<file path="config.mk">
export PLATFORM = sky130hd
export DESIGN_NAME = dcs_sequencer
export DESIGN_NICKNAME = d
export VERILOG_FILES = /design/src/rtl/dcs_sequencer.v /design/src/rtl/dcs_filter.v
export VERILOG_INCLUDE_DIRS = /design/src /design/src/rtl
export SDC_FILE = /design/constraint.sdc
export NUM_CORES = 1
export LEC_CHECK = 0
export BUFFER_PORTS_ARGS = -buffer_cell sky130_fd_sc_hd__buf_2
export CORE_AREA = 2 2 118 149
export DETAILED_ROUTE_END_ITERATION = 6
export DIE_AREA = 0 0 120 151
export MAX_ROUTING_LAYER = met4
export PLACE_DENSITY = 0.67
export SYNTH_ARGS = -nofsm -noshare
export SYNTH_HDL_FRONTEND = slang
export SYNTH_SLANG_ARGS = --single-unit
</file>
<file path="constraint.sdc">
create_clock -name ref_clk -period 2.85 [get_ports ref_clk]
set_input_delay 0.1425 -clock ref_clk [delete_from_list [all_inputs] [get_ports ref_clk]]
set_output_delay 0.1425 -clock ref_clk [all_outputs]
set_load 0.1 [all_outputs]
</file>
<file path="src/rtl/dcs_defines.vh">
`ifndef DCS_DEFINES_VH
`define DCS_DEFINES_VH
// Reference clock rate in Hz
`define DCS_CLK_HZ 20000000
// Termination comparator filter time in microseconds
`define DCS_TERM_FILT_US 1000
// Filter length in cycles, a least time rounded up
`define DCS_TERM_FILT_CYC ((`DCS_TERM_FILT_US * (`DCS_CLK_HZ / 1000000)) + 0)
// Fault flash half period in milliseconds (0.8 s of a 1.6 s period)
`define DCS_FLASH_HALF_MS 800
// Flash half period in cycles, a longest time rounded down
`define DCS_FLASH_HALF_CYC (`DCS_FLASH_HALF_MS * (`DCS_CLK_HZ / 1000))
// Precondition timer in minutes
`define DCS_PRE_TMR_MIN 32
// Elapse timer default in hours
`define DCS_ELAPSE_HR 6
// Seconds prescaler length in cycles
`define DCS_SEC_CYC `DCS_CLK_HZ
// Termination ratio selector codes
`define DCS_TERM_5 2'h0
`define DCS_TERM_7P5 2'h1
`define DCS_TERM_10 2'h2
`define DCS_TERM_20 2'h3
// Charge current level codes
`define DCS_CUR_OFF 2'h0
`define DCS_CUR_SHORT 2'h1
`define DCS_CUR_PRE 2'h2
`define DCS_CUR_FAST 2'h3
`endif

</file>
<file path="src/rtl/dcs_sequencer.v">
// Function
// Enter constant voltage at regulation voltage
// End cycle when current below selected ratio
// End cycle when elapse timer expires
// Termination comparator filtered for one millisecond
// Elapse period parameter; timer may be disabled
// Charge complete restarts below recharge threshold
// No-recharge variant waits in standby
// Restart only on battery, supply, resistor reconnect
// Thermal regulation reduces current when hot
// Suspend charging above die shutdown temperature
// Resume only after die cools hysteresis
// Status open-drain: low or released
// Status released in shutdown and standby states
// Status low charging; faults flash or release
// Battery short: postpone, supply recovery current
// Leave short only above hysteresis threshold
// Precondition timeout latches timer fault
// Precondition supplies tenth of fast current
// Elapse timer restarts on fast charge entry
// Flash: equal low and released phases
`timescale 1ns/100ps
`include "dcs_defines.vh"

module dcs_sequencer #(
    parameter FILT_CYC = `DCS_TERM_FILT_CYC,
    parameter FLASH_HALF_CYC = `DCS_FLASH_HALF_CYC,
    parameter SEC_CYC = `DCS_SEC_CYC,
    parameter PRE_TMR_SEC = `DCS_PRE_TMR_MIN * 60,
    parameter ELAPSE_SEC = `DCS_ELAPSE_HR * 3600,
    parameter ELAPSE_EN = 1,
    parameter PRE_TMR_EN = 1,
    parameter PRECOND_EN = 1,
    parameter RECHARGE_EN = 1,
    parameter FLASH_TYPE = 1
)(
    // Clock and reset
    input wire ref_clk,
    input wire rst_b,
    // Supply and presence qualifiers
    input wire supply_ok,
    input wire battery_present,
    input wire current_program_pin_ok,
    // Battery voltage comparators
    input wire vbat_below_short_protect,
    input wire vbat_above_short_release,
    input wire vbat_below_precond,
    input wire vbat_at_regulation_voltage,
    input wire vbat_below_recharge,
    // Current and thermal comparators
    input wire cur_below_term,
    input wire die_over_shutdown,
    input wire die_cooled,
    input wire die_over_regulation,
    // Factory option
    input wire [1:0] term_ratio_sel,
    // Charger control
    output reg [1:0] current_level,
    output reg cv_mode,
    output reg thermal_fold_back,
    output reg [1:0] term_ratio,
    // Status pin, open-drain
    output wire stat_out,
    output wire stat_oe_b,
    // State observation
    output reg [9:0] state_out
);

    // One-hot charge states
    localparam [9:0] ST_SHUTDOWN = 10'h001;
    localparam [9:0] ST_STANDBY = 10'h002;
    localparam [9:0] ST_SHORT = 10'h004;
    localparam [9:0] ST_PRECOND = 10'h008;
    localparam [9:0] ST_FAST = 10'h010;
    localparam [9:0] ST_CV = 10'h020;
    localparam [9:0] ST_DONE = 10'h040;
    localparam [9:0] ST_TEMP_FLT = 10'h080;
    localparam [9:0] ST_TMR_FLT = 10'h100;
    localparam [9:0] ST_PRE_FLT = 10'h200;

    reg [9:0] state_r; // Current charge state
    reg [9:0] state_nxt; // Next charge state
    reg [9:0] resume_r; // Charging state held across thermal shutdown
    reg [24:0] sec_cnt_r; // Prescaler for one-second ticks
    reg sec_tick_r; // One-cycle pulse each second
    reg [15:0] tmr_r; // Seconds since entering precondition or fast charge
    reg [24:0] flash_cnt_r; // Flash phase counter
    reg flash_low_r; // Flash phase: 1 pulls low
    reg stat_low_r; // Registered pull-low request
    reg done_latch_r; // Terminated with no recharge allowed
    wire term_filt; // Filtered termination comparator
    wire restart_ev; // Battery, supply or resistor dropout seen
    wire tmr_clr; // Restart cycle timer
    wire elapse_exp; // Elapse timer ran out
    wire pre_exp; // Precondition timer ran out
    wire term_raw; // Comparator gated to constant voltage

    // Only a comparator result seen in constant voltage feeds the filter,
    // so a result left over from an earlier cycle cannot end the next one
    assign term_raw = cur_below_term && (state_r == ST_CV);

    // Comparator must persist before termination may act
    dcs_filter #(
        .LEN(FILT_CYC),
        .CW(16)
    ) u_term_filt (
        .ref_clk(ref_clk),
        .rst_b(rst_b),
        .raw_in(term_raw),
        .filt_out(term_filt)
    );

    // Any of the three qualifiers dropping forces a fresh cycle
    // Dropouts are levels, so the latch stays clear while they last
    assign restart_ev = ~supply_ok | ~battery_present |
        ~current_program_pin_ok;

    // Timer restarts on entry to precondition or fast charge
    assign tmr_clr = (state_r != ST_FAST && state_nxt == ST_FAST) ||
        (state_r != ST_PRECOND && state_nxt == ST_PRECOND);

    // A disabled elapse timer never ends a cycle
    assign elapse_exp = (ELAPSE_EN != 0) &&
        (tmr_r >= ELAPSE_SEC[15:0]);
    // Precondition limit; the disabled variant never faults
    assign pre_exp = (PRE_TMR_EN != 0) && (tmr_r >= PRE_TMR_SEC[15:0]);

    // One-second enable pulse from the 20 MHz clock
    // A pulse, not a derived clock, keeps every counter on ref_clk
    always @(posedge ref_clk or negedge rst_b)
    begin
        if (!rst_b)
        begin
            sec_cnt_r <= 25'h0000000;
            sec_tick_r <= 1'b0;
        end
        else if (sec_cnt_r >= SEC_CYC[24:0] - 1'b1)
        begin
            sec_cnt_r <= 25'h0000000;
            sec_tick_r <= 1'b1;
        end
        else
        begin
            sec_cnt_r <= sec_cnt_r + 1'b1;
            sec_tick_r <= 1'b0;
        end
    end

    // Cycle timer; saturates so it never wraps back to zero
    always @(posedge ref_clk or negedge rst_b)
    begin
        if (!rst_b)
            tmr_r <= 16'h0000;
        else if (tmr_clr)
            tmr_r <= 16'h0000;
        // Counts only in precondition, fast charge and constant voltage; paused in faults
        else if (sec_tick_r && tmr_r != 16'hFFFF &&
            (state_r == ST_PRECOND || state_r == ST_FAST ||
            state_r == ST_CV))
            tmr_r <= tmr_r + 1'b1;
    end

    // Next-state logic; qualifier loss has top priority
    always @*
    begin
        state_nxt = state_r;
        if (!supply_ok || !current_program_pin_ok)
            state_nxt = ST_SHUTDOWN;
        else if (!battery_present)
            state_nxt = ST_STANDBY;
        else
        begin
            case (state_r)
                ST_SHUTDOWN, ST_STANDBY:
                begin
                    // A no-recharge finish waits for a reconnect
                    if (!done_latch_r && vbat_below_recharge)
                        state_nxt = ST_SHORT;
                end
                ST_SHORT:
                begin
                    // Recovery current flows until the pack climbs out
                    // Leave only above the release threshold
                    if (vbat_above_short_release)
                        state_nxt = (PRECOND_EN != 0) ? ST_PRECOND :
                            ST_FAST;
                end
                ST_PRECOND:
                begin
                    // Overheat first, then a short, threshold, timer
                    if (die_over_shutdown)
                        state_nxt = ST_TEMP_FLT;
                    else if (vbat_below_short_protect)
                        state_nxt = ST_SHORT;
                    else if (!vbat_below_precond)
                        state_nxt = ST_FAST;
                    else if (pre_exp)
                        state_nxt = ST_PRE_FLT;
                end
                ST_FAST:
                begin
                    // Timer expiry outranks reaching regulation voltage
                    if (die_over_shutdown)
                        state_nxt = ST_TEMP_FLT;
                    else if (vbat_below_short_protect)
                        state_nxt = ST_SHORT;
                    else if (elapse_exp)
                        state_nxt = ST_TMR_FLT;
                    else if (vbat_at_regulation_voltage)
                        state_nxt = ST_CV;
                end
                ST_CV:
                begin
                    // Either the filtered current or the timer ends it
                    if (die_over_shutdown)
                        state_nxt = ST_TEMP_FLT;
                    else if (term_filt || elapse_exp)
                        state_nxt = (RECHARGE_EN != 0) ? ST_DONE :
                            ST_STANDBY;
                end
                ST_DONE:
                begin
                    // Watch battery for the recharge threshold
                    if (vbat_below_recharge)
                        state_nxt = ST_FAST;
                end
                ST_TEMP_FLT:
                begin
                    // The cycle timer keeps its count only on a resume into constant voltage; precondition or fast restarts it
                    // Hysteresis: wait for the cooled comparator
                    if (die_cooled && !die_over_shutdown)
                        state_nxt = resume_r;
                end
                ST_TMR_FLT, ST_PRE_FLT:
                begin
                    // No battery voltage or timer event leaves a fault
                    // Held until a qualifier drops
                    state_nxt = state_r;
                end
                // Illegal code: fall back to shutdown
                default:
                    state_nxt = ST_SHUTDOWN;
            endcase
        end
    end

    // State register, resume point and no-recharge latch
    always @(posedge ref_clk or negedge rst_b)
    begin
        if (!rst_b)
        begin
            state_r <= ST_SHUTDOWN;
            resume_r <= ST_PRECOND;
            done_latch_r <= 1'b0;
        end
        else
        begin
            state_r <= state_nxt;
            // Remember where charging stood so cooling can resume there
            if (state_nxt == ST_TEMP_FLT && state_r != ST_TEMP_FLT)
                resume_r <= state_r;
            // Clear wins over set: a pack pulled during constant voltage
            // also lands in standby and must not lock out the next cycle
            if (restart_ev)
                done_latch_r <= 1'b0;
            else if (state_r == ST_CV && state_nxt == ST_STANDBY)
                done_latch_r <= 1'b1;
        end
    end

    // Flash phases start low on every fault entry
    // Counter runs in every state; only faults use the phase
    always @(posedge ref_clk or negedge rst_b)
    begin
        if (!rst_b)
        begin
            flash_cnt_r <= 25'h0000000;
            flash_low_r <= 1'b1;
        end
        else if (state_nxt != state_r)
        begin
            flash_cnt_r <= 25'h0000000;
            flash_low_r <= 1'b1;
        end
        else if (flash_cnt_r >= FLASH_HALF_CYC[24:0] - 1'b1)
        begin
            flash_cnt_r <= 25'h0000000;
            // Half period over: swap phase
            flash_low_r <= ~flash_low_r;
        end
        else
            flash_cnt_r <= flash_cnt_r + 1'b1;
    end

    // Registered outputs decoded from the state; term ratio follows the selector
    always @(posedge ref_clk or negedge rst_b)
    begin
        if (!rst_b)
        begin
            current_level <= `DCS_CUR_OFF;
            cv_mode <= 1'b0;
            thermal_fold_back <= 1'b0;
            term_ratio <= `DCS_TERM_5;
            stat_low_r <= 1'b0;
            state_out <= ST_SHUTDOWN;
        end
        else
        begin
            state_out <= state_r;
            term_ratio <= term_ratio_sel;
            // Mode flag for the regulation loop
            cv_mode <= (state_r == ST_CV);
            // Fold back only in precondition, fast charge and constant voltage
            thermal_fold_back <= die_over_regulation &&
                (state_r == ST_PRECOND || state_r == ST_FAST ||
                state_r == ST_CV);
            // Current request follows the state; idle and faults cut it
            case (state_r)
                ST_SHORT:
                    current_level <= `DCS_CUR_SHORT;
                ST_PRECOND:
                    current_level <= `DCS_CUR_PRE;
                ST_FAST, ST_CV:
                    current_level <= `DCS_CUR_FAST;
                default:
                    current_level <= `DCS_CUR_OFF;
            endcase
            // Status: low while charging, flash or release in faults
            case (state_r)
                ST_PRECOND, ST_FAST, ST_CV:
                    stat_low_r <= 1'b1;
                ST_TEMP_FLT, ST_TMR_FLT, ST_PRE_FLT:
                    stat_low_r <= (FLASH_TYPE != 0) && flash_low_r;
                default:
                    stat_low_r <= 1'b0;
            endcase
        end
    end

    // Open-drain: data always low, enable active low pulls the pin
    // Only the enable moves, so the pin is never driven high
    assign stat_out = 1'b0;
    assign stat_oe_b = ~stat_low_r;

endmodule

</file>
<file path="src/rtl/dcs_filter.v">
`timescale 1ns/100ps
`include "dcs_defines.vh"

// Persistence filter: output rises only after the input has held high,
// and falls at once when the input drops
module dcs_filter #(
    parameter LEN = `DCS_TERM_FILT_CYC,
    parameter CW = 16
)(
    // Clock and reset
    input wire ref_clk,
    input wire rst_b,
    // Raw and filtered level
    input wire raw_in,
    output reg filt_out
);

    reg [CW-1:0] cnt_r; // Cycles the input has differed from output

    // Restart the count on every mismatch gap so glitches never pass
    always @(posedge ref_clk or negedge rst_b)
    begin
        if (!rst_b)
        begin
            cnt_r <= {CW{1'b0}};
            filt_out <= 1'b0;
        end
        else if (!raw_in)
        begin
            // A low input drops the output at once, so no stale result
            cnt_r <= {CW{1'b0}};
            filt_out <= 1'b0;
        end
        else if (filt_out)
        begin
            // Already accepted: hold with no count
            cnt_r <= {CW{1'b0}};
        end
        else if (cnt_r >= LEN[CW-1:0] - 1'b1)
        begin
            // Held long enough: accept the new level
            cnt_r <= {CW{1'b0}};
            filt_out <= raw_in;
        end
        else
        begin
            cnt_r <= cnt_r + 1'b1;
        end
    end

endmodule

</file>
==> run_results.csv, run 1 <==
group,metric,value,unit
power,p_comb_frac,0.084,
worst_setup_path,cp-endpoint,"flash_cnt_r[10]$_DFF_PN0_",
floorplan,top_level_ports,34,
worst_setup_path,crit_fanout,18,
worst_setup_path,cp_data_arrival_time,3.20,ns
clocking,cts-root-buf,"clkbuf_16",
final_layout,layout_common_cells,"dfrtp_1, nor2_1, buf_4, xor2_1, nand3_1",
clocking,cts_tree,"done",
outcome,failed_checks,"negative setup slack",
power,peakVddDrop,0.412,mV
placed_design,port_buffers,32,
yosys,synth-async-reset-ratio,1.00,
outcome,status,"finished, violations left",
worst_hold_path,hold_class,"input port to flop",
timing,fmax,347,MHz
timing,rsz0062_at_grt,"true",
global_route,grt_max_degree,58,
power,pwr-share-clk,0.485,
timing,final-hold-violation-count,0,
global_route,grt_first_pass_wirelength,26.8,mm
timing,worst_hold_slack,0.0949,ns
worst_setup_path,cp.required,3.17,ns
yosys,ys_seq_elements,123,
clocking,path_clk_slew,0.06,ns
yosys,synth_edf_count,0,
worst_setup_path,critPathLaunchType,"flop",
yosys,syn-cell-area,6580,um^2
clocking,cts_buffers,17,
floorplan,die_area,18100,um^2
drt,drt_first_pass_iters,5,
global_route,antenna_found_initial,1,
global_route,grt_overflow,0,
yosys,synth_top_area_share,0.453,
floorplan,chipHeight,151,um
worst_setup_path,path_class,"flop to flop",
drt,drtIter0Drc,352,
drt,vias_per_cell,5.43,
drt,dr_total_vias,5603,
timing,fin_ws,-0.0323,ns
final_layout,final_common_cell,"dfrtp_1",
floorplan,start_util,0.395,
timing,slew_headroom,0.473,
worst_setup_path,r2r_start,"state_r[5]$_DFF_PN0_",
floorplan,die_w,120,um
yosys,postSynthCellCount,669,
timing,drv_slew,0,
yosys,yosysTopAreaCell,"dfrtp_1",
clocking,cts.sinks,123,
yosys,synth_cell_types,71,
global_route,gr-usage-all-layers,0.195,
yosys,yosysSeqAreaShare,0.469,
floorplan,rows,53,
final_layout,multi_input_area,3510,um^2
placed_design,place_area,7530,um^2
placed_design,dpl.hpwl,11.8,mm
timing,worst_slew_pin_slew,0.780,ns
power,p_total,4.14,mW
run,cap_viol_max_count,0,
clocking,cts-root-to-sink-buffers,2,
yosys,yosysWarnings,0,
final_layout,seq_area,3090,um^2
clocking,htreeDepth,4,
power,power_per_cell_area,483,nW/um^2
final_layout,fill_cells,1484,
worst_setup_path,ff2ff_path_depth,11,
floorplan,core_area,16600,um^2
final_layout,fin_area,8550,um^2
yosys,synth.area.top_cells,"dfrtp_1, nor2_1, xor2_1",
drt,wirelength,17.0,mm
power,p_leak,3.81,nW
placed_design,gp_congestion,1.00,
worst_setup_path,end_kind,"flop",
power,switching_share,0.252,
yosys,syn_avg_cell_area,9.83,um^2
worst_setup_path,crit-reg2reg-capture,"flash_cnt_r[10]$_DFF_PN0_",
power,seq_power_share,0.431,
worst_setup_path,rrSetupSlack,-0.03,ns
drt,drc_errors,0,
placed_design,dp.cells,975,
drt,wl_per_cell,16.5,um
final_layout,final_cells,1032,
final_layout,layout-drive-gt1-share,0.297,
power,switchingPower,1.04,mW
final_layout,nets,819,
final_layout,final_core_util,0.514,
global_route,grt_pass1_vias,5569,
worst_setup_path,crit_start,"state_r[5]$_DFF_PN0_",
yosys,synth_flop_cell,"dfrtp_1",
drt,ant_nets,0,
final_layout,syn2layout_area_growth,30.0,%
timing,setup_viol,16,
clocking,clk_latency,0.43,ns
timing,fin_crit,2.88,ns
timing,fin_crit_sh,1.01,
timing,fin_skew,0.0131,ns
power,p_int,3.09,mW
synth_stat cells (all sizes together), types with 13 or more instances:
library cell  count
dfrtp           119
nor2            109
nand3            42
xor2             42
nand2            37
xnor2            36
nor4             34
nor3             19
inv              18
nand4            18
and3             16
buf              16
a21oi            15
o21ai            14
clkbuf           13
sequential cells by signal, summed over array words and instances (netlist names):
signal,count
current_level,2
flash_cnt_r,25
stat_low_r,1
thermal_fold_back,1
term_ratio,2
state_r,10
done_latch_r,1
tmr_r,16
sec_tick_r,1
resume_r,10
u_term_filt.cnt_r,16
u_term_filt.filt_out,1
sec_cnt_r,25
state_out,10
cv_mode,1
flash_low_r,1
timing repair:
item / 4_1_cts / 5_1_grt
hold endpoints to repair: 59 / 0
hold buffers: 6 / 0
endpoints found under the setup margin: 41 / 61
cloned: 0 / 2
gates resized for setup: 22 / 26
setup buffers: 4 / 12
pin swaps: 2 / 4
worst min-delay path by stage:
stage / from / end / slack [ns] / cells after the start
floorplan: rst_b / current_level[0]$_DFF_PN0_ / -0.15 / 0
global placement: term_ratio_sel[0] / term_ratio[0]$_DFF_PN0_ / 0.25 / 1
detailed placement: term_ratio_sel[0] / term_ratio[0]$_DFF_PN0_ / 0.25 / 1
CTS: current_program_pin_ok / state_r[1]$_DFF_PN0_ / 0.07 / 3
global route: current_program_pin_ok / state_r[1]$_DFF_PN0_ / 0.12 / 3
finish: current_program_pin_ok / state_r[1]$_DFF_PN0_ / 0.09 / 3
layout make-up:
cell class | instances | share of cell area
multi-input cells | 501 | 0.411
flip-flops and latches | 123 | 0.361
repair buffers | 137 | 0.123
clock buffers | 19 | 0.0506
well taps | 220 | 0.0322
clock inverters | 13 | 0.0142
inverters | 18 | 0.00790
diodes | 1 | 0.000293
critical path, stage by stage (launching register included):
cell	delay (ns)
dfrtp_1	0.40
buf_4	0.15
nor4_4	0.32
buf_4	0.17
and3_1	0.20
nor2b_4	0.22
a221oi_2	0.06
a31oi_2	0.23
mux2i_2	0.30
o2111ai_4	0.22
buf_12	0.23
nor4_2	0.29
stage by stage:
step | setup WS (ns) | TNS, ns
2_1_floorplan | 0.00950 | 0
4_1_cts | -0.00519 | -0.00927
3_5_place_dp | -0.247 | -7.82
3_3_place_gp | -0.191 | -6.27
5_1_grt | -0.148 | -2.97
6_report | -0.0323 | -0.222
layer usage:
metal	wire, um	track usage	vias up
met5	0	-	-
met4	653	0.113	0
met3	769	0.0452	52
met2	8960	0.333	160
met1	6600	0.206	2749
li1	-	-	2642
power by group through the flow:
| stage | Clock, mW | Sequential, mW | Combinational (mW) |
|---|---|---|---|
| floorplan | 0 | 1.84 | 0.148 |
| global placement | 0 | 1.81 | 0.296 |
| detailed placement | 0 | 1.81 | 0.297 |
| CTS | 2.05 | 1.78 | 0.315 |
| global route | 2.14 | 1.78 | 0.371 |
| finish | 2.00 | 1.78 | 0.347 |
cells by family (layout without fill, tap and decap cells):
family | after synthesis | in the layout | share of synthesized area
other cells | 1 | 4 | 0.000570
mux | 8 | 8 | 0.0131
buf+inv | 47 | 187 | 0.0344
xor+xnor | 78 | 78 | 0.104
compound gates | 82 | 82 | 0.0909
fa+ha+maj | 5 | 5 | 0.00951
simple gates | 325 | 325 | 0.279
flops | 123 | 123 | 0.469
No activity file was read; power rests on OpenSTA's default activity.
==> run 2, diff against run 1 <==
--- a/config.mk
+++ b/config.mk
@@ -11,7 +11,7 @@
 export DETAILED_ROUTE_END_ITERATION = 6
 export DIE_AREA = 0 0 120 151
 export MAX_ROUTING_LAYER = met4
-export PLACE_DENSITY = 0.67
+export SLEW_MARGIN = 20
 export SYNTH_ARGS = -nofsm -noshare
 export SYNTH_HDL_FRONTEND = slang
 export SYNTH_SLANG_ARGS = --single-unit
==> run_results.csv, run 2 (synthesis gave the netlist of run 1 again) <==
group,metric,value,unit
outcome,status,"finished, violations left",
outcome,failed_checks,"negative setup slack",
drt,dr_total_vias,5518,
power,pwr-share-clk,0.486,
worst_setup_path,critPathLaunchType,"flop",
floorplan,core_area,16600,um^2
clocking,cts-root-to-sink-buffers,2,
timing,final-hold-violation-count,0,
timing,rsz0062_at_grt,"true",
worst_setup_path,crit_fanout,6,
drt,drt_first_pass_iters,5,
worst_setup_path,r2r_start,"state_r[2]$_DFF_PN0_",
final_layout,syn2layout_area_growth,32.3,%
timing,fin_crit,2.97,ns
drt,vias_per_cell,5.39,
drt,drtIter0Drc,349,
floorplan,die_w,120,um
power,switching_share,0.250,
timing,fin_skew,0.00866,ns
final_layout,nets,811,
clocking,clk_latency,0.42,ns
worst_hold_path,hp-start,"current_program_pin_ok",
floorplan,start_util,0.395,
final_layout,final_common_cell,"dfrtp_1",
worst_setup_path,cp.required,3.17,ns
placed_design,port_buffers,32,
power,seq_power_share,0.417,
global_route,grt_pass1_vias,5647,
timing,fmax,337,MHz
placed_design,gp_congestion,0.953,
timing,setup_viol,14,
worst_hold_path,hold_class,"input port to flop",
clocking,cts.sinks,123,
floorplan,chipHeight,151,um
drt,ant_nets,0,
worst_setup_path,crit_start,"state_r[2]$_DFF_PN0_",
timing,slew_headroom,0.549,
power,p_leak,3.84,nW
worst_setup_path,cp-endpoint,"flash_cnt_r[11]$_DFF_PN0_",
power,power_per_cell_area,491,nW/um^2
drt,wirelength,17.9,mm
floorplan,top_level_ports,34,
floorplan,die_area,18100,um^2
global_route,antenna_found_initial,0,
worst_setup_path,cp_data_arrival_time,3.29,ns
clocking,cts-root-buf,"clkbuf_16",
timing,worst_slew_pin_slew,0.677,ns
timing,fin_ws,-0.115,ns
worst_setup_path,ff2ff_path_depth,10,
power,p_comb_frac,0.098,
worst_setup_path,end_kind,"flop",
final_layout,layout-drive-gt1-share,0.293,
clocking,cts_tree,"done",
drt,drc_errors,0,
final_layout,final_cells,1023,
global_route,gr-usage-all-layers,0.201,
clocking,path_clk_slew,0.06,ns
worst_setup_path,crit-reg2reg-capture,"flash_cnt_r[11]$_DFF_PN0_",
final_layout,antenna_cells,0,
global_route,grt_overflow,0,
run,cap_viol_max_count,0,
power,p_total,4.28,mW
timing,fin_crit_sh,1.04,
power,p_int,3.21,mW
final_layout,reg.largest.list,"flash_cnt_r (25), sec_cnt_r (25)",
clocking,cts_buffers,17,
power,switchingPower,1.07,mW
global_route,grt_max_degree,74,
placed_design,dp.cells,966,
power,peakVddDrop,0.400,mV
worst_setup_path,path_class,"flop to flop",
timing,drv_slew,0,
final_layout,fill_cells,1469,
placed_design,dpl.hpwl,11.9,mm
clocking,htreeDepth,4,
drt,wl_per_cell,17.5,um
global_route,grt_first_pass_wirelength,27.9,mm
floorplan,rows,53,
worst_setup_path,rrSetupSlack,-0.12,ns
final_layout,layout_common_cells,"dfrtp_1, nor2_1, buf_4, xor2_1, nand3_1",
-- run 2: cell types whose count changed in the layout (fill, tap and decap cells not counted), moves of 4 or more --
cell and delta:
nor4_2 -15, clkinv_2 +4, clkinvlp_4 -4, nor4_4 +17, buf_4 -12
-- run 2: final cells by class --
cell class / count / area [um^2] / area share
flip-flops and latches: 123 / 3090 / 0.355
clock buffers: 20 / 437 / 0.0502
multi-input cells: 501 / 3660 / 0.421
repair buffers: 129 / 1050 / 0.120
inverters: 18 / 67.6 / 0.00776
clock inverters: 12 / 124 / 0.0142
well taps: 220 / 275 / 0.0316
-- run 2: how the worst min path moves through the flow --
stage,to,slack [ns],depth (start not counted)
6_report,state_r[1]$_DFF_PN0_,0.11,3
5_1_grt,state_r[1]$_DFF_PN0_,0.14,3
4_1_cts,state_r[1]$_DFF_PN0_,0.1,3
3_5_place_dp,flash_cnt_r[15]$_DFF_PN0_,0.22,1
3_3_place_gp,flash_cnt_r[16]$_DFF_PN0_,0.20,1
2_1_floorplan,current_level[0]$_DFF_PN0_,-0.15,0
-- run 2: worst max-delay path, cell delays in order (launching register included) --
cell	delay [ns]
dfrtp_1	0.40
buf_6	0.13
or3_4	0.41
nor4_4	0.37
nor3b_4	0.12
a21o_1	0.22
a31oi_4	0.17
mux2i_2	0.28
o2111ai_4	0.25
clkbuf_16	0.26
nor4_4	0.26
-- run 2: per-stage QoR --
stage / area (um^2) / util / hold slack, ns / TNS [ns] / worst slack (ns)
final: 8700 / 0.523 / 0.113 / -0.822 / -0.115
after global routing: 8700 / 0.523 / 0.142 / -3.87 / -0.244
after CTS: 8110 / 0.487 / 0.0962 / -1.36 / -0.101
after detailed placement: 7460 / 0.448 / 0.224 / -5.38 / -0.190
after global placement: 7460 / 0.448 / 0.204 / -3.56 / -0.149
after floorplan: 6600 / - / -0.153 / 0 / 0.00950
-- run 2: timing repair --
action | in CTS | in global routing
setup endpoints to repair | 41 | 42
resized for setup | 4 | 65
hold endpoints to repair | 55 | 0
hold buffers | 6 | 0
pin swaps | 2 | 37
gates cloned | 0 | 6
buffers inserted | 2 | 11
-- run 2: metal layers --
metal | routed length (um) | share of wire | global-route usage
met5 | 0 | 0 | -
met3 | 611 | 0.034 | 0.0354
met4 | 539 | 0.030 | 0.0818
met1 | 7470 | 0.42 | 0.235
met2 | 9280 | 0.52 | 0.342
-- run 2: power groups by stage --
stage	logic, mW	registers (mW)	clock network, mW
after floorplan	0.148	1.84	0
after global placement	0.291	1.81	0
after detailed placement	0.293	1.81	0
after CTS	0.302	1.78	2.12
after global routing	0.444	1.78	2.19
final	0.417	1.78	2.08
==> run 3, diff against run 2 <==
--- a/config.mk
+++ b/config.mk
@@ -6,10 +6,11 @@
 export SDC_FILE = /design/constraint.sdc
 export NUM_CORES = 1
 export LEC_CHECK = 0
+export ABC_AREA = 1
 export BUFFER_PORTS_ARGS = -buffer_cell sky130_fd_sc_hd__buf_2
-export CORE_AREA = 2 2 118 149
+export CORE_AREA = 2 2 121 153
 export DETAILED_ROUTE_END_ITERATION = 6
-export DIE_AREA = 0 0 120 151
+export DIE_AREA = 0 0 123 155
 export MAX_ROUTING_LAYER = met4
 export SLEW_MARGIN = 20
 export SYNTH_ARGS = -nofsm -noshare
==> run_results.csv, run 3 <==
group,metric,value,unit
outcome,status,"completed",
placed_design,dp.cells,1186,
placed_design,gp_congestion,0.976,
yosys,yosysMostFrequentCell,"nand2_1",
drt,drc_errors,0,
worst_setup_path,end_kind,"flop",
clocking,cts.sinks,123,
final_layout,seq_area,3080,um^2
drt,drtIter0Drc,394,
floorplan,die_w,123,um
yosys,yosysTopAreaCell,"dfrtp_1",
timing,worst_hold_slack,0.0708,ns
clocking,cts-root-buf,"clkbuf_16",
worst_hold_path,hold_class,"input port to flop",
placed_design,port_buffers,32,
placed_design,dpl.hpwl,12.2,mm
timing,slew_headroom,0.549,
timing,fin_skew,0.00919,ns
yosys,postSynthCellCount,906,
global_route,grt_overflow,0,
run,cap_viol_max_count,0,
floorplan,core_area,17800,um^2
final_layout,reg.largest.list,"flash_cnt_r (25), sec_cnt_r (25)",
drt,drt_first_pass_iters,5,
worst_setup_path,path_class,"flop to flop",
global_route,grt_pass1_vias,5759,
clocking,cts_buffers,17,
final_layout,final_cells,1224,
yosys,synth-async-reset-ratio,1.00,
timing,fmax,381,MHz
worst_setup_path,cp_data_arrival_time,2.93,ns
final_layout,antenna_cells,0,
clocking,cts_tree,"done",
worst_setup_path,rrSetupSlack,0.22,ns
final_layout,layout_common_cells,"nand2_1, inv_1, nor2_1, dfrtp_1, nand3_1",
worst_setup_path,crit-reg2reg-capture,"tmr_r[13]$_DFFE_PN0P_",
drt,wl_per_cell,13.3,um
final_layout,syn2layout_area_growth,19.5,%
clocking,clk_latency,0.43,ns
yosys,yosysWarnings,0,
yosys,syn_avg_cell_area,7.65,um^2
global_route,grt_first_pass_wirelength,27.2,mm
final_layout,final_common_cell,"nand2_1",
drt,ant_nets,0,
global_route,gr-usage-all-layers,0.188,
worst_setup_path,crit_start,"state_r[0]$_DFF_PN1_",
power,power_per_cell_area,527,nW/um^2
yosys,synth_edf_count,0,
drt,dr_total_vias,6031,
worst_setup_path,critPathLaunchType,"flop",
yosys,synth_top_area_share,0.430,
final_layout,nets,1004,
timing,fin_crit_sh,0.922,
worst_hold_path,min_path_cells,5,
yosys,syn-cell-area,6930,um^2
worst_setup_path,cp.required,3.16,ns
floorplan,rows,55,
floorplan,start_util,0.390,
yosys,synth_flop_cell,"dfrtp_1",
timing,final-hold-violation-count,0,
final_layout,fill_cells,1765,
timing,worst_slew_pin_slew,0.677,ns
clocking,htreeDepth,4,
global_route,antenna_found_initial,0,
placed_design,dpl_worst_slack,0.146,ns
floorplan,die_area,19100,um^2
clocking,cts-root-to-sink-buffers,2,
timing,fin_ws,0.222,ns
worst_setup_path,crit_fanout,14,
yosys,ys_seq_elements,123,
floorplan,top_level_ports,34,
worst_setup_path,cp-endpoint,"tmr_r[13]$_DFFE_PN0P_",
power,p_total,4.37,mW
drt,wirelength,16.3,mm
timing,setup_viol,0,
power,p_leak,4.03,nW
power,peakVddDrop,0.398,mV
yosys,yosysSeqAreaShare,0.445,
floorplan,chipHeight,155,um
worst_setup_path,ff2ff_path_depth,16,
final_layout,layout-drive-gt1-share,0.156,
timing,fin_tns_setup,0,ns
final_layout,multi_input_area,3290,um^2
worst_setup_path,r2r_start,"state_r[0]$_DFF_PN1_",
yosys,synth_cell_types,43,
global_route,grt_max_degree,73,
drt,vias_per_cell,4.93,
timing,fin_crit,2.63,ns
clocking,path_clk_slew,0.05,ns
timing,drv_slew,0,
yosys,synth.area.top_cells,"dfrtp_1, nand2_1, nor2_1",
yosys,synthTopCellsByCount,"nand2_1, nor2_1, inv_1",
## run 3: cell types whose count changed in the layout (fill, tap and decap cells not counted), sizes merged, moves of 20 or more
cell / before / now
nand2: 37 / 196
inv: 19 / 130
buf: 119 / 65
nor2: 109 / 162
xnor2: 36 / 10
nand3: 42 / 66
nor4: 34 / 14
## run 3: power by group
| group | internal, mW | leakage (nW) | switching [mW] | total (mW) |
|---|---|---|---|---|
| clock | 1.58 | 0.314 | 0.788 | 2.36 |
| sequential | 1.76 | 1.56 | 0.0112 | 1.78 |
| combinational | 0.0612 | 2.16 | 0.164 | 0.226 |
## run 3: final cells by class
class                      count  share of cell area
inverter                     131              0.0593
clock buffer                  22              0.0596
sequential                   123               0.372
multi-input combinational    641               0.397
tap                          228              0.0344
timing repair buffer          69              0.0578
clock inverter                10              0.0195
## run 3: cell families after synthesis
logic type	synth area share
compound gates	0.0610
fa+ha+maj	0.00902
xor+xnor	0.0606
buf+inv	0.0846
flops	0.445
other cells	0.000541
simple gates	0.339
## run 3: critical path: stages (launching register included)
cell	delay [ns]
dfstp_2	0.61
nor2_4	0.06
nand2_2	0.13
inv_2	0.11
nand3_2	0.13
nand2_2	0.08
nor2_2	0.18
nand2_1	0.13
nand3_1	0.14
nor2_1	0.10
nor2_2	0.24
nand2_1	0.08
nor2_1	0.08
nand3_1	0.08
o21ai_2	0.08
buf_4	0.21
nor2_1	0.07
## run 3: per-stage QoR
stage	utilization	instance area (um^2)
after floorplan	-	6940
after global placement	0.426	7550
after detailed placement	0.426	7550
after CTS	0.465	8250
after global routing	0.467	8290
final	0.467	8290
## run 3: timing repair
action,in CTS,in global routing
gates resized for setup,0,6
endpoints found under the hold margin,73,0
endpoints found under the setup margin,0,38
setup buffers,0,2
hold buffers,4,0
## run 3: how the worst min path moves through the flow
stage / from / end
6_report: cur_below_term / u_term_filt.filt_out$_DFF_PN0_
5_1_grt: battery_present / state_r[0]$_DFF_PN1_
3_3_place_gp: rst_b / flash_cnt_r[15]$_DFF_PN0_
2_1_floorplan: rst_b / current_level[0]$_DFF_PN0_
4_1_cts: battery_present / state_r[0]$_DFF_PN1_
3_5_place_dp: rst_b / flash_cnt_r[15]$_DFF_PN0_
## run 3: routing by layer
metal  wire length (um)  up-vias  track usage
li1                   -     3044            -
met1               6880     2789        0.218
met2               8140      158        0.307
met3                716       40       0.0447
met4                546        0       0.0833
met5                  0        -            -
